$ cat config.mk
export PLATFORM = sky130hd
export DESIGN_NAME = jsc_sync_ctrl
export DESIGN_NICKNAME = d
export VERILOG_FILES = /design/src/logic/jsc_pkg.sv /design/src/logic/jsc_sync_ctrl.sv /design/src/logic/jsc_sync3.sv
export VERILOG_INCLUDE_DIRS = /design/src /design/src/logic
export SDC_FILE = /design/constraint.sdc
export NUM_CORES = 1
export LEC_CHECK = 0
export BUFFER_PORTS_ARGS = -buffer_cell sky130_fd_sc_hd__buf_4
export CAP_MARGIN = 20
export CORE_MARGIN = 1.5
export CORE_UTILIZATION = 50
export CTS_CLUSTER_SIZE = 16
export DETAILED_ROUTE_END_ITERATION = 8
export GPL_ROUTABILITY_DRIVEN = 0
export HOLD_SLACK_MARGIN = 0.1
export PLACE_DENSITY = 0.8
export REMOVE_ABC_BUFFERS = 1
export SYNTH_ARGS = -nofsm -noshare
export SYNTH_HDL_FRONTEND = slang
export SYNTH_SLANG_ARGS = --single-unit
$ cat constraint.sdc
create_clock -name sys_clk -period 2.1 [get_ports sys_clk]
set_input_delay 0.105 -clock sys_clk [delete_from_list [all_inputs] [get_ports sys_clk]]
set_output_delay 0.105 -clock sys_clk [all_outputs]
set_load 0.05 [all_outputs]
$ cat src/logic/jsc_defs.svh
// Constants for the SYNC request input control block
`ifndef JSC_DEFS_SVH
`define JSC_DEFS_SVH
// Idle level of the active-low SYNC request inputs after reset
`define JSC_SYNC_IDLE 1'b1
// Idle level of the SYSREF input after reset
`define JSC_SYSREF_IDLE 1'b0
// Last count of the local multiframe counter (32 cycles a multiframe)
`define JSC_LMFC_LAST 5'h1F
// Reset value of the local multiframe counter
`define JSC_LMFC_RST 5'h00
// Last multiframe of the alignment sequence (4 multiframes)
`define JSC_ILAS_MF_LAST 2'h3
// Reset value of the alignment multiframe counter
`define JSC_ILAS_MF_RST 2'h0
// Sync source select encodings
`define JSC_SRC_SINGLE 1'b0
`define JSC_SRC_DIFF 1'b1
`endif

$ cat src/logic/jsc_pkg.sv
// Types for the SYNC request input control block
package jsc_pkg;
  // Link start-up states
  typedef enum logic [2:0] {
    JSC_IDLE,
    JSC_CGS,
    JSC_ILAS_WAIT,
    JSC_ILAS,
    JSC_DATA
  } jsc_link_t;
endpackage

$ cat src/logic/jsc_sync_ctrl.sv
// SYNC request input control: source select, link start-up, SYSREF alignment
`timescale 1ns/10ps
`include "jsc_defs.svh"
module jsc_sync_ctrl (
  // Clock and reset
  input wire logic sys_clk,
  input wire logic rst_n,
  // Request and reference pins
  input wire logic single_ended_sync_pin,
  input wire logic timestamp_diff_pair,
  input wire logic sysref_pin,
  // Configuration
  input wire logic sync_source_select,
  input wire logic timestamp_receiver_enable,
  input wire logic link_mode_64b66b,
  input wire logic nco_sync_enable,
  // Link control status
  output jsc_pkg::jsc_link_t link_state,
  output logic cgs_active,
  output logic ilas_start,
  output logic ilas_active,
  output logic data_active,
  output logic sync_request,
  // Timing events
  output logic nco_sync_pulse,
  output logic sysref_pulse,
  output logic lmfc_pulse
);
  import jsc_pkg::*;

  logic se_level;
  logic ts_level;
  logic sr_level;
  logic sel_req;
  logic req_q;
  logic req_fall;
  logic req_rise;
  logic sr_q;
  logic sr_rise;
  logic [4:0] lmfc_cnt;
  logic lmfc_bound;
  logic [1:0] ilas_mf;
  logic ilas_last;
  jsc_link_t state;
  jsc_link_t next_state;

  function automatic logic jsc_req_of(input logic lvl);
    jsc_req_of = ~lvl;
  endfunction

  jsc_sync3 #(.RST_LVL(`JSC_SYNC_IDLE)) u_sync_se (
    .sys_clk(sys_clk),
    .rst_n(rst_n),
    .pin_in(single_ended_sync_pin),
    .level_out(se_level)
  );
  jsc_sync3 #(.RST_LVL(`JSC_SYNC_IDLE)) u_sync_ts (
    .sys_clk(sys_clk),
    .rst_n(rst_n),
    .pin_in(timestamp_diff_pair),
    .level_out(ts_level)
  );
  jsc_sync3 #(.RST_LVL(`JSC_SYSREF_IDLE)) u_sync_sr (
    .sys_clk(sys_clk),
    .rst_n(rst_n),
    .pin_in(sysref_pin),
    .level_out(sr_level)
  );

  // source select, gate the differential pair
  always_comb
  begin
    if (sync_source_select == `JSC_SRC_SINGLE)
      sel_req = jsc_req_of(se_level);
    else if (timestamp_receiver_enable)
      sel_req = jsc_req_of(ts_level);
    else
      sel_req = 1'b0;
  end

  // Previous request and SYSREF levels for edge detection
  always_ff @(posedge sys_clk)
  begin
    if (!rst_n)
    begin
      req_q <= 1'b0;
      sr_q <= `JSC_SYSREF_IDLE;
    end
    else
    begin
      req_q <= sel_req;
      sr_q <= sr_level;
    end
  end

  assign req_fall = sel_req & ~req_q;
  assign req_rise = ~sel_req & req_q;
  assign sr_rise = sr_level & ~sr_q;

  always_ff @(posedge sys_clk)
  begin
    if (!rst_n)
      lmfc_cnt <= `JSC_LMFC_RST;
    else if (sr_rise)
      lmfc_cnt <= `JSC_LMFC_RST;
    else if (lmfc_cnt == `JSC_LMFC_LAST)
      lmfc_cnt <= `JSC_LMFC_RST;
    else
      lmfc_cnt <= lmfc_cnt + 5'h01;
  end

  assign lmfc_bound = (lmfc_cnt == `JSC_LMFC_LAST) & ~sr_rise;

  // Multiframes spent in the alignment sequence
  always_ff @(posedge sys_clk)
  begin
    if (!rst_n)
      ilas_mf <= `JSC_ILAS_MF_RST;
    else if (state != JSC_ILAS)
      ilas_mf <= `JSC_ILAS_MF_RST;
    else if (lmfc_bound)
      ilas_mf <= ilas_mf + 2'h1;
  end

  assign ilas_last = lmfc_bound & (ilas_mf == `JSC_ILAS_MF_LAST);

  // Link start-up sequencing
  always_comb
  begin
    next_state = state;
    // 64b/66b ignores the request for start-up
    if (link_mode_64b66b)
      next_state = JSC_IDLE;
    else
    begin
      case (state)
        // low request enters code group sync
        JSC_IDLE:
          if (sel_req)
            next_state = JSC_CGS;
        JSC_CGS:
          if (req_rise)
            next_state = JSC_ILAS_WAIT;
        // alignment starts on a multiframe boundary
        JSC_ILAS_WAIT:
          if (sel_req)
            next_state = JSC_CGS;
          else if (lmfc_bound)
            next_state = JSC_ILAS;
        JSC_ILAS:
          if (sel_req)
            next_state = JSC_CGS;
          else if (ilas_last)
            next_state = JSC_DATA;
        JSC_DATA:
          if (sel_req)
            next_state = JSC_CGS;
        default:
          next_state = JSC_IDLE;
      endcase
    end
  end

  // State register
  always_ff @(posedge sys_clk)
  begin
    if (!rst_n)
      state <= JSC_IDLE;
    else
      state <= next_state;
  end

  // Registered status outputs
  always_ff @(posedge sys_clk)
  begin
    if (!rst_n)
    begin
      link_state <= JSC_IDLE;
      cgs_active <= 1'b0;
      ilas_start <= 1'b0;
      ilas_active <= 1'b0;
      data_active <= 1'b0;
      sync_request <= 1'b0;
    end
    else
    begin
      link_state <= next_state;
      cgs_active <= (next_state == JSC_CGS);
      ilas_start <= (next_state == JSC_ILAS) & (state != JSC_ILAS);
      ilas_active <= (next_state == JSC_ILAS);
      data_active <= (next_state == JSC_DATA);
      sync_request <= sel_req;
    end
  end

  // request edge as NCO sync trigger in 64b/66b
  always_ff @(posedge sys_clk)
  begin
    if (!rst_n)
      nco_sync_pulse <= 1'b0;
    else
      nco_sync_pulse <= link_mode_64b66b & nco_sync_enable & req_fall;
  end

  always_ff @(posedge sys_clk)
  begin
    if (!rst_n)
    begin
      sysref_pulse <= 1'b0;
      lmfc_pulse <= 1'b0;
    end
    else
    begin
      sysref_pulse <= sr_rise;
      lmfc_pulse <= lmfc_bound;
    end
  end

  chk_select_single: assert property (@(posedge sys_clk) disable iff (!rst_n)
    (sync_source_select == 1'b0) |-> (sel_req == ~se_level))
    else $error("single-ended source not selected");

  chk_select_diff: assert property (@(posedge sys_clk) disable iff (!rst_n)
    (sync_source_select && timestamp_receiver_enable) |-> (sel_req == ~ts_level))
    else $error("differential source not selected or not active low");

  chk_diff_disabled: assert property (@(posedge sys_clk) disable iff (!rst_n)
    (sync_source_select && !timestamp_receiver_enable) |-> !sel_req)
    else $error("disabled differential receiver gave a request");

  chk_cgs_on_low: assert property (@(posedge sys_clk) disable iff (!rst_n)
    (!link_mode_64b66b && sel_req) |=> (cgs_active && state == JSC_CGS))
    else $error("low request did not enter code group sync");

  chk_rise_to_ilas: assert property (@(posedge sys_clk) disable iff (!rst_n)
    (!link_mode_64b66b && state == JSC_CGS && req_rise) |=> (state == JSC_ILAS_WAIT)
    ##[0:32] (ilas_start || cgs_active))
    else $error("release after CGS did not start alignment in a multiframe");

  chk_restart_cgs: assert property (@(posedge sys_clk) disable iff (!rst_n)
    (data_active && !link_mode_64b66b && sel_req) |=> (cgs_active && !data_active))
    else $error("renewed request after alignment did not restart CGS");

  chk_64b_no_start: assert property (@(posedge sys_clk) disable iff (!rst_n)
    link_mode_64b66b |=> (state == JSC_IDLE && !cgs_active && !ilas_active))
    else $error("request affected start-up in 64b/66b mode");

  chk_nco_trigger: assert property (@(posedge sys_clk) disable iff (!rst_n)
    (link_mode_64b66b && nco_sync_enable && req_fall) |=> nco_sync_pulse)
    else $error("NCO sync trigger missing");

  chk_sysref_align: assert property (@(posedge sys_clk) disable iff (!rst_n)
    sr_rise |=> (lmfc_cnt == 5'h00) ##31 lmfc_bound || sr_rise)
    else $error("SYSREF did not realign the multiframe counter");

  chk_ilas_on_bound: assert property (@(posedge sys_clk) disable iff (!rst_n)
    $rose(ilas_active) |-> $past(lmfc_bound))
    else $error("alignment started off a multiframe boundary");
endmodule

$ cat src/logic/jsc_sync3.sv
// Three-stage pin synchronizer with agreement filter
`timescale 1ns/10ps
`include "jsc_defs.svh"
module jsc_sync3 #(
  parameter logic RST_LVL = `JSC_SYNC_IDLE
) (
  // Clock and reset
  input wire logic sys_clk,
  input wire logic rst_n,
  // Asynchronous pin level
  input wire logic pin_in,
  // Filtered level in the clock domain
  output logic level_out
);
  import jsc_pkg::*;
  logic ff1;
  logic ff2;
  logic ff3;

  // Shift chain; first stage feeds only the second
  always_ff @(posedge sys_clk)
  begin
    if (!rst_n)
    begin
      ff1 <= RST_LVL;
      ff2 <= RST_LVL;
      ff3 <= RST_LVL;
    end
    else
    begin
      ff1 <= pin_in;
      ff2 <= ff1;
      ff3 <= ff2;
    end
  end

  always_ff @(posedge sys_clk)
  begin
    if (!rst_n)
      level_out <= RST_LVL;
    else if (ff2 == ff3)
      level_out <= ff3;
  end

  chk_sync_agree_only: assert property (@(posedge sys_clk) disable iff (!rst_n)
    (level_out != $past(level_out)) |-> ($past(ff2) == $past(ff3)))
    else $error("synchronizer output moved without stage agreement");
endmodule

; Word-level counts from Yosys, hierarchy flattened
; Index checks and enable logic that the tools add are counted.
[totals]
reg_bits = 31
latchBits = 0
ram_bits = 0
romBits = 0
input_bits = 9
output_inout_bits = 11
wordCells = 68
memories = 0
[classes]
addsub = 2
multipliers = 0
n_div = 0
magnitude_cmp = 0
n_eq_ne = 13
n_shift = 0
n_mux = 10
bitwise = 15
n_reduce_logical = 4
[op_table]
columns = cell, count
row1 = $mux W3, 7
row2 = $pmux W3 S4, 1
row3 = $eq A3 B2 Y1 const B, 3
row4 = $and A1 B1 Y1, 8
row5 = $not A1 Y1, 7
row6 = $eq A3 B1 Y1 const B, 2
row7 = $eq A3 B3 Y1 const B, 2
row8 = $add A5 B1 Y5 const B, 1
row9 = $eq A5 B5 Y1 const B, 1
row10 = $reduce_or A2 Y1, 2
row11 = $eq A1 B1 Y1, 3
row12 = $logic_not A3 Y1, 1
row13 = $ne A3 B2 Y1 const B, 1
row14 = $reduce_or A3 Y1, 1
row15 = $add A2 B1 Y2 const B, 1
row16 = $eq A2 B2 Y1 const B, 1
row17 = $mux W1, 2

; Depth between registers and ports, before layout
[depth]
word_depth = 11
depth_mapped = 6

; Cells and area by module
; From an unflattened synthesis, not the netlist that was laid out.
[hier_totals]
cells_unflattened = 105
hier_area_um2 = 1078.5
[by_module_without_submodules]
columns = mod, n_inst, cells_each, area_each_um2, seq_area_each_um2
row1 = jsc_sync_ctrl, 1, 75, 737.0, 380.4
row2 = jsc_sync3 (u_sync_se ...), 2, 10, 112.6, 80.1
row3 = jsc_sync3 (u_sync_sr), 1, 10, 116.4, 80.1

; Worst setup path after synthesis
; No wires, ideal clock.
[synth_timing]
kind = reg-to-reg
startpoint = register lmfc_cnt[0]
endpoint = register ilas_start
setup_ns = 0.091
t_arrival_ns = 1.445
required_time_ns = 2.009
path_slack_ns = 0.565
stages_incl_launch_ff = 7
synth_period_minus_slack_ns = 1.535
path_cell_list = dfxtp_1 ha_1 and3_1 ha_1 nand2_1 o221ai_2 nor4bb_2
[synth_via]
elab_chain_cells = 9
[synth_lines]
columns = item, line
row1 = start: declaration, jsc_sync_ctrl.sv:40  ; logic [4:0] lmfc_cnt;
row2 = start signal: assignment, jsc_sync_ctrl.sv:103  ; lmfc_cnt <= `JSC_LMFC_RST;
row3 = start signal: assignment, jsc_sync_ctrl.sv:105  ; lmfc_cnt <= `JSC_LMFC_RST;
row4 = start signal: assignment, jsc_sync_ctrl.sv:107  ; lmfc_cnt <= `JSC_LMFC_RST;
row5 = $eq A5 B5 Y1 (no line) *, n/a
row6 = $and A1 B1 Y1 *, jsc_sync_ctrl.sv:112  ; assign lmfc_bound = (lmfc_cnt == `JSC_LMFC_LAST) & ~sr_rise;
row7 = $and A1 B1 Y1, jsc_sync_ctrl.sv:125  ; assign ilas_last = lmfc_bound & (ilas_mf == `JSC_ILAS_MF_LAST);
row8 = $mux W3, jsc_sync_ctrl.sv:153  ; else if (ilas_last)
row9 = $mux W3, jsc_sync_ctrl.sv:151  ; if (sel_req)
row10 = $pmux W3 S4 *, jsc_sync_ctrl.sv:136  ; case (state)
row11 = $mux W3 *, jsc_sync_ctrl.sv:132  ; if (link_mode_64b66b)
row12 = $eq A3 B2 Y1 *, jsc_sync_ctrl.sv:189  ; ilas_start <= (next_state == JSC_ILAS) & (state != JSC_ILAS);
row13 = $and A1 B1 Y1 *, jsc_sync_ctrl.sv:189
row14 = end signal: assignment, jsc_sync_ctrl.sv:189
row15 = end: declaration, jsc_sync_ctrl.sv:20  ; output logic ilas_start,
; Mark *: on every way between the ends. The rest lies on a longest branch, timed or not.
; A chain may end at the register's enable or synchronous reset.

; Worst setup path in the final report
[layout_timing]
startpoint = register lmfc_cnt[0]
endpoint = register ilas_active
[layout_via]
elab_chain_cells = 8
[layout_lines]
columns = item, line
row1 = $eq A5 B5 Y1 (no line) *, n/a
row2 = $and A1 B1 Y1 *, jsc_sync_ctrl.sv:112
row3 = $and A1 B1 Y1, jsc_sync_ctrl.sv:125
row4 = $mux W3, jsc_sync_ctrl.sv:153
row5 = $mux W3, jsc_sync_ctrl.sv:151
row6 = $pmux W3 S4 *, jsc_sync_ctrl.sv:136
row7 = $mux W3 *, jsc_sync_ctrl.sv:132
row8 = $eq A3 B2 Y1 *, jsc_sync_ctrl.sv:190  ; ilas_active <= (next_state == JSC_ILAS);
row9 = end signal: assignment, jsc_sync_ctrl.sv:190
row10 = end: declaration, jsc_sync_ctrl.sv:21  ; output logic ilas_active,
; Marks and branches as above.

==> out/summary.txt <==
Synth async-reset ratio: 0%
Slew Limit Fails: 0
Relative slew slack: 78.74%
Sequential-to-total area share from yosys stat: 57.41%
Largest regs: lmfc_cnt x5, link_state x3, ilas_mf x2
Switching power: 0.2109 mW
Proportion of layout cells with a drive suffix above 1: 21.28%
Most flop-heavy register: lmfc_cnt
Area Growth Syn to Fin: 30.67%
Syn avg cell area: 10.20 µm²
Filler cell count in the final layout: 150
Avg Vias per Cell: 5.077
Clk_lat worst skew: 0.32 ns
Detailed-route wire length: 1887 µm
Yosys warnings: 0
Vias in the first global route: 814
Critical Path Max Stage Delay: 0.33 ns
Critical path, cell by cell: ha_1 -> and3_1 -> ha_1 -> nand2_1 -> o221ai_2 -> nor4_1
Final Net Count: 152
Worst path most repeated cell: ha_1
Global-route wire length before repair: 3298 µm
Syn Inst Count: 106
Setup violators final: 0
Synthesized flop and latch total: 31
Initial Util: 54.00%
Total Routing Usage GR: 18.54%
DRC: 0
First DRT Iteration DRCs: 12
CTS tree: yes
Rows: 16
Die H: 49.50 µm
Final ANT Viol Nets: 0
Number of I/O port buffers: 19
Worst IR drop on VDD: 0.4606 mV
Max-cap viol count: 0
CP arrival: 1.89 ns
Grt ovf: 0
DRT Pass-1 Iters: 4
Fin. Hold Viols: 0
Routed length per instance: 11.23 µm
Die Area: 2450 µm²
Htree depth: 2
F_max: 604.2 MHz
LEAKAGE: 0.5832 nW
Ys flop type: dfxtp_1
Post-Synthesis Cell Area: 1081 µm²
Design area: 1413 µm²
Least-Margin Pin Slew: 0.3185 ns
Crit. End Element: register
Max reg flops: 5
Combinational fraction of design power: 4.7%
Die Width: 49.50 µm
RSZ-0062 raised after global routing: false
WL met3: 114 µm
Final period util: 78.82%
Area of the multi-input gates: 441.7 µm²
PD cells: 734.3 nW/µm²
CTS root buffer: clkbuf_4
CTS Buf Count: 5
DP Area: 1254 µm²
Max Used Layer: met4
Placement Setup Slack: 0.4660 ns
Sw Ratio: 20.33%
Sequential Power Share: 58.4%
Initial antenna violation count: 0
Clock slew at reported path FFs: 0.09 ns
Vias: 853
N_diodes: 0
Status: completed
Cts repair resizes: 0
Hpwl dp: 1267 µm
Clock tree buffer depth: 2
Core ar.: 2002 µm²
Crit path max-delay cell type: dfxtp_1
Largest net degree at the start of global routing: 20
Min setup slack post-route: 0.4449 ns
Commonest non-fill, non-tap cell in the layout: dfxtp_1
Critical path peak fanout: 5
Top-Level Pins: 20
Seq. cell area: 620.6 µm²
Clock Power Share: 36.9%
Internal power: 0.8263 mW
DR WL met2: 936 µm
Min Tclk post-route: 1.655 ns
Total power: 1.037 mW
Worst EP required: 2.33 ns
# clock sinks: 31
Buf/Inv on CP: 0
Skew final: 0.005526 ns
Worst setup SP type: register
CP top delay family: simple AND/OR/NAND/NOR gates
EDFF count, synth: 0
Post-synth cell types: 28
CP Class: reg -> reg
Setup TNS: 0 ns
Commonest cells after routing, fill and taps aside: dfxtp_1 (31), buf_4 (19), nor2_1 (12), dlygate4sd3_1 (9)
WL met1: 805 µm
Worst min path class: in -> reg
cell families (layout without fill, tap and decap cells):
logic type,Yosys count,count (layout),synth area share (%)
DFF,31,31,57.41
adders and majority gates,3,3,3.473
xor gates and xnor gates,3,3,2.431
AOI/OAI and AO/OA,17,17,10.07
buffers and inverters,5,40,1.735
and+or+nand+nor,47,47,24.88
worst register-to-register path, stage by stage, from the launching register on:
cell and delay (ns):
dfxtp_1 0.33, ha_1 0.22, and3_1 0.19, ha_1 0.22, nand2_1 0.18, o221ai_2 0.16
nor4_1 0.27
synth_stat cells, types with 2 or more instances:
cell      count  share of area (%)
inv_1         4                1.4
nand3b_1      3                2.1
nand3_1       5                2.3
nand2b_1      6                3.5
xor2_1        2                1.6
and3_1        3                1.7
nand2_1       6                2.1
nor2_1       12                4.2
dfxtp_1      31                 57
o21a_1        2                1.4
ha_1          3                3.5
o21ai_0       4                1.9
and2_1        5                2.9
a21oi_1       6                2.8
metrics by stage:
stage	hold WS, ns	instances	util, %
CTS	0.1131	168	70.56
global placement	0.2866	151	62.63
floorplan	0.1780	105	-
global route	0.1316	168	70.56
detailed placement	0.2919	151	62.63
finish	0.1160	168	70.56
worst paths after layout:
check                                   startpoint            end  slack [ns]  depth (start not counted)
worst max-delay path                   lmfc_cnt[0]    ilas_active        0.44                          6
worst min-delay path            sync_source_select  link_state[0]        0.12                          4
worst max register to register         lmfc_cnt[0]    ilas_active        0.44                          6
worst min register to register       u_sync_ts.ff1  u_sync_ts.ff2        0.42                          1
power groups by stage:
stage	sequential (mW)	combinational (mW)	clock, mW
global placement	0.619	0.0359	0
global route	0.609	0.0538	0.424
CTS	0.606	0.0487	0.390
detailed placement	0.620	0.0370	0
finish	0.606	0.0487	0.382
floorplan	0.618	0.0173	0
layout make-up:
cell class	instances	share of cell area [%]
Multi-Input combinational cell	70	31.27
Clock buffer	8	4.872
Sequential cell	31	43.93
Tap cell	27	2.392
Timing Repair Buffer	28	16.47
Inverter	4	1.063
per-layer routing:
metal	global-route usage [%]	vias to the layer above
met2	31.31	27
met3	7.273	4
met5	0	-
met1	19.19	395
met4	11.57	0
li1	-	427
timing repair:
item,4_1_cts,5_1_grt
hold buffers,9,0
hold endpoints to repair,12,0
buffers inserted,0,0
No activity file was read; power rests on OpenSTA's default activity.
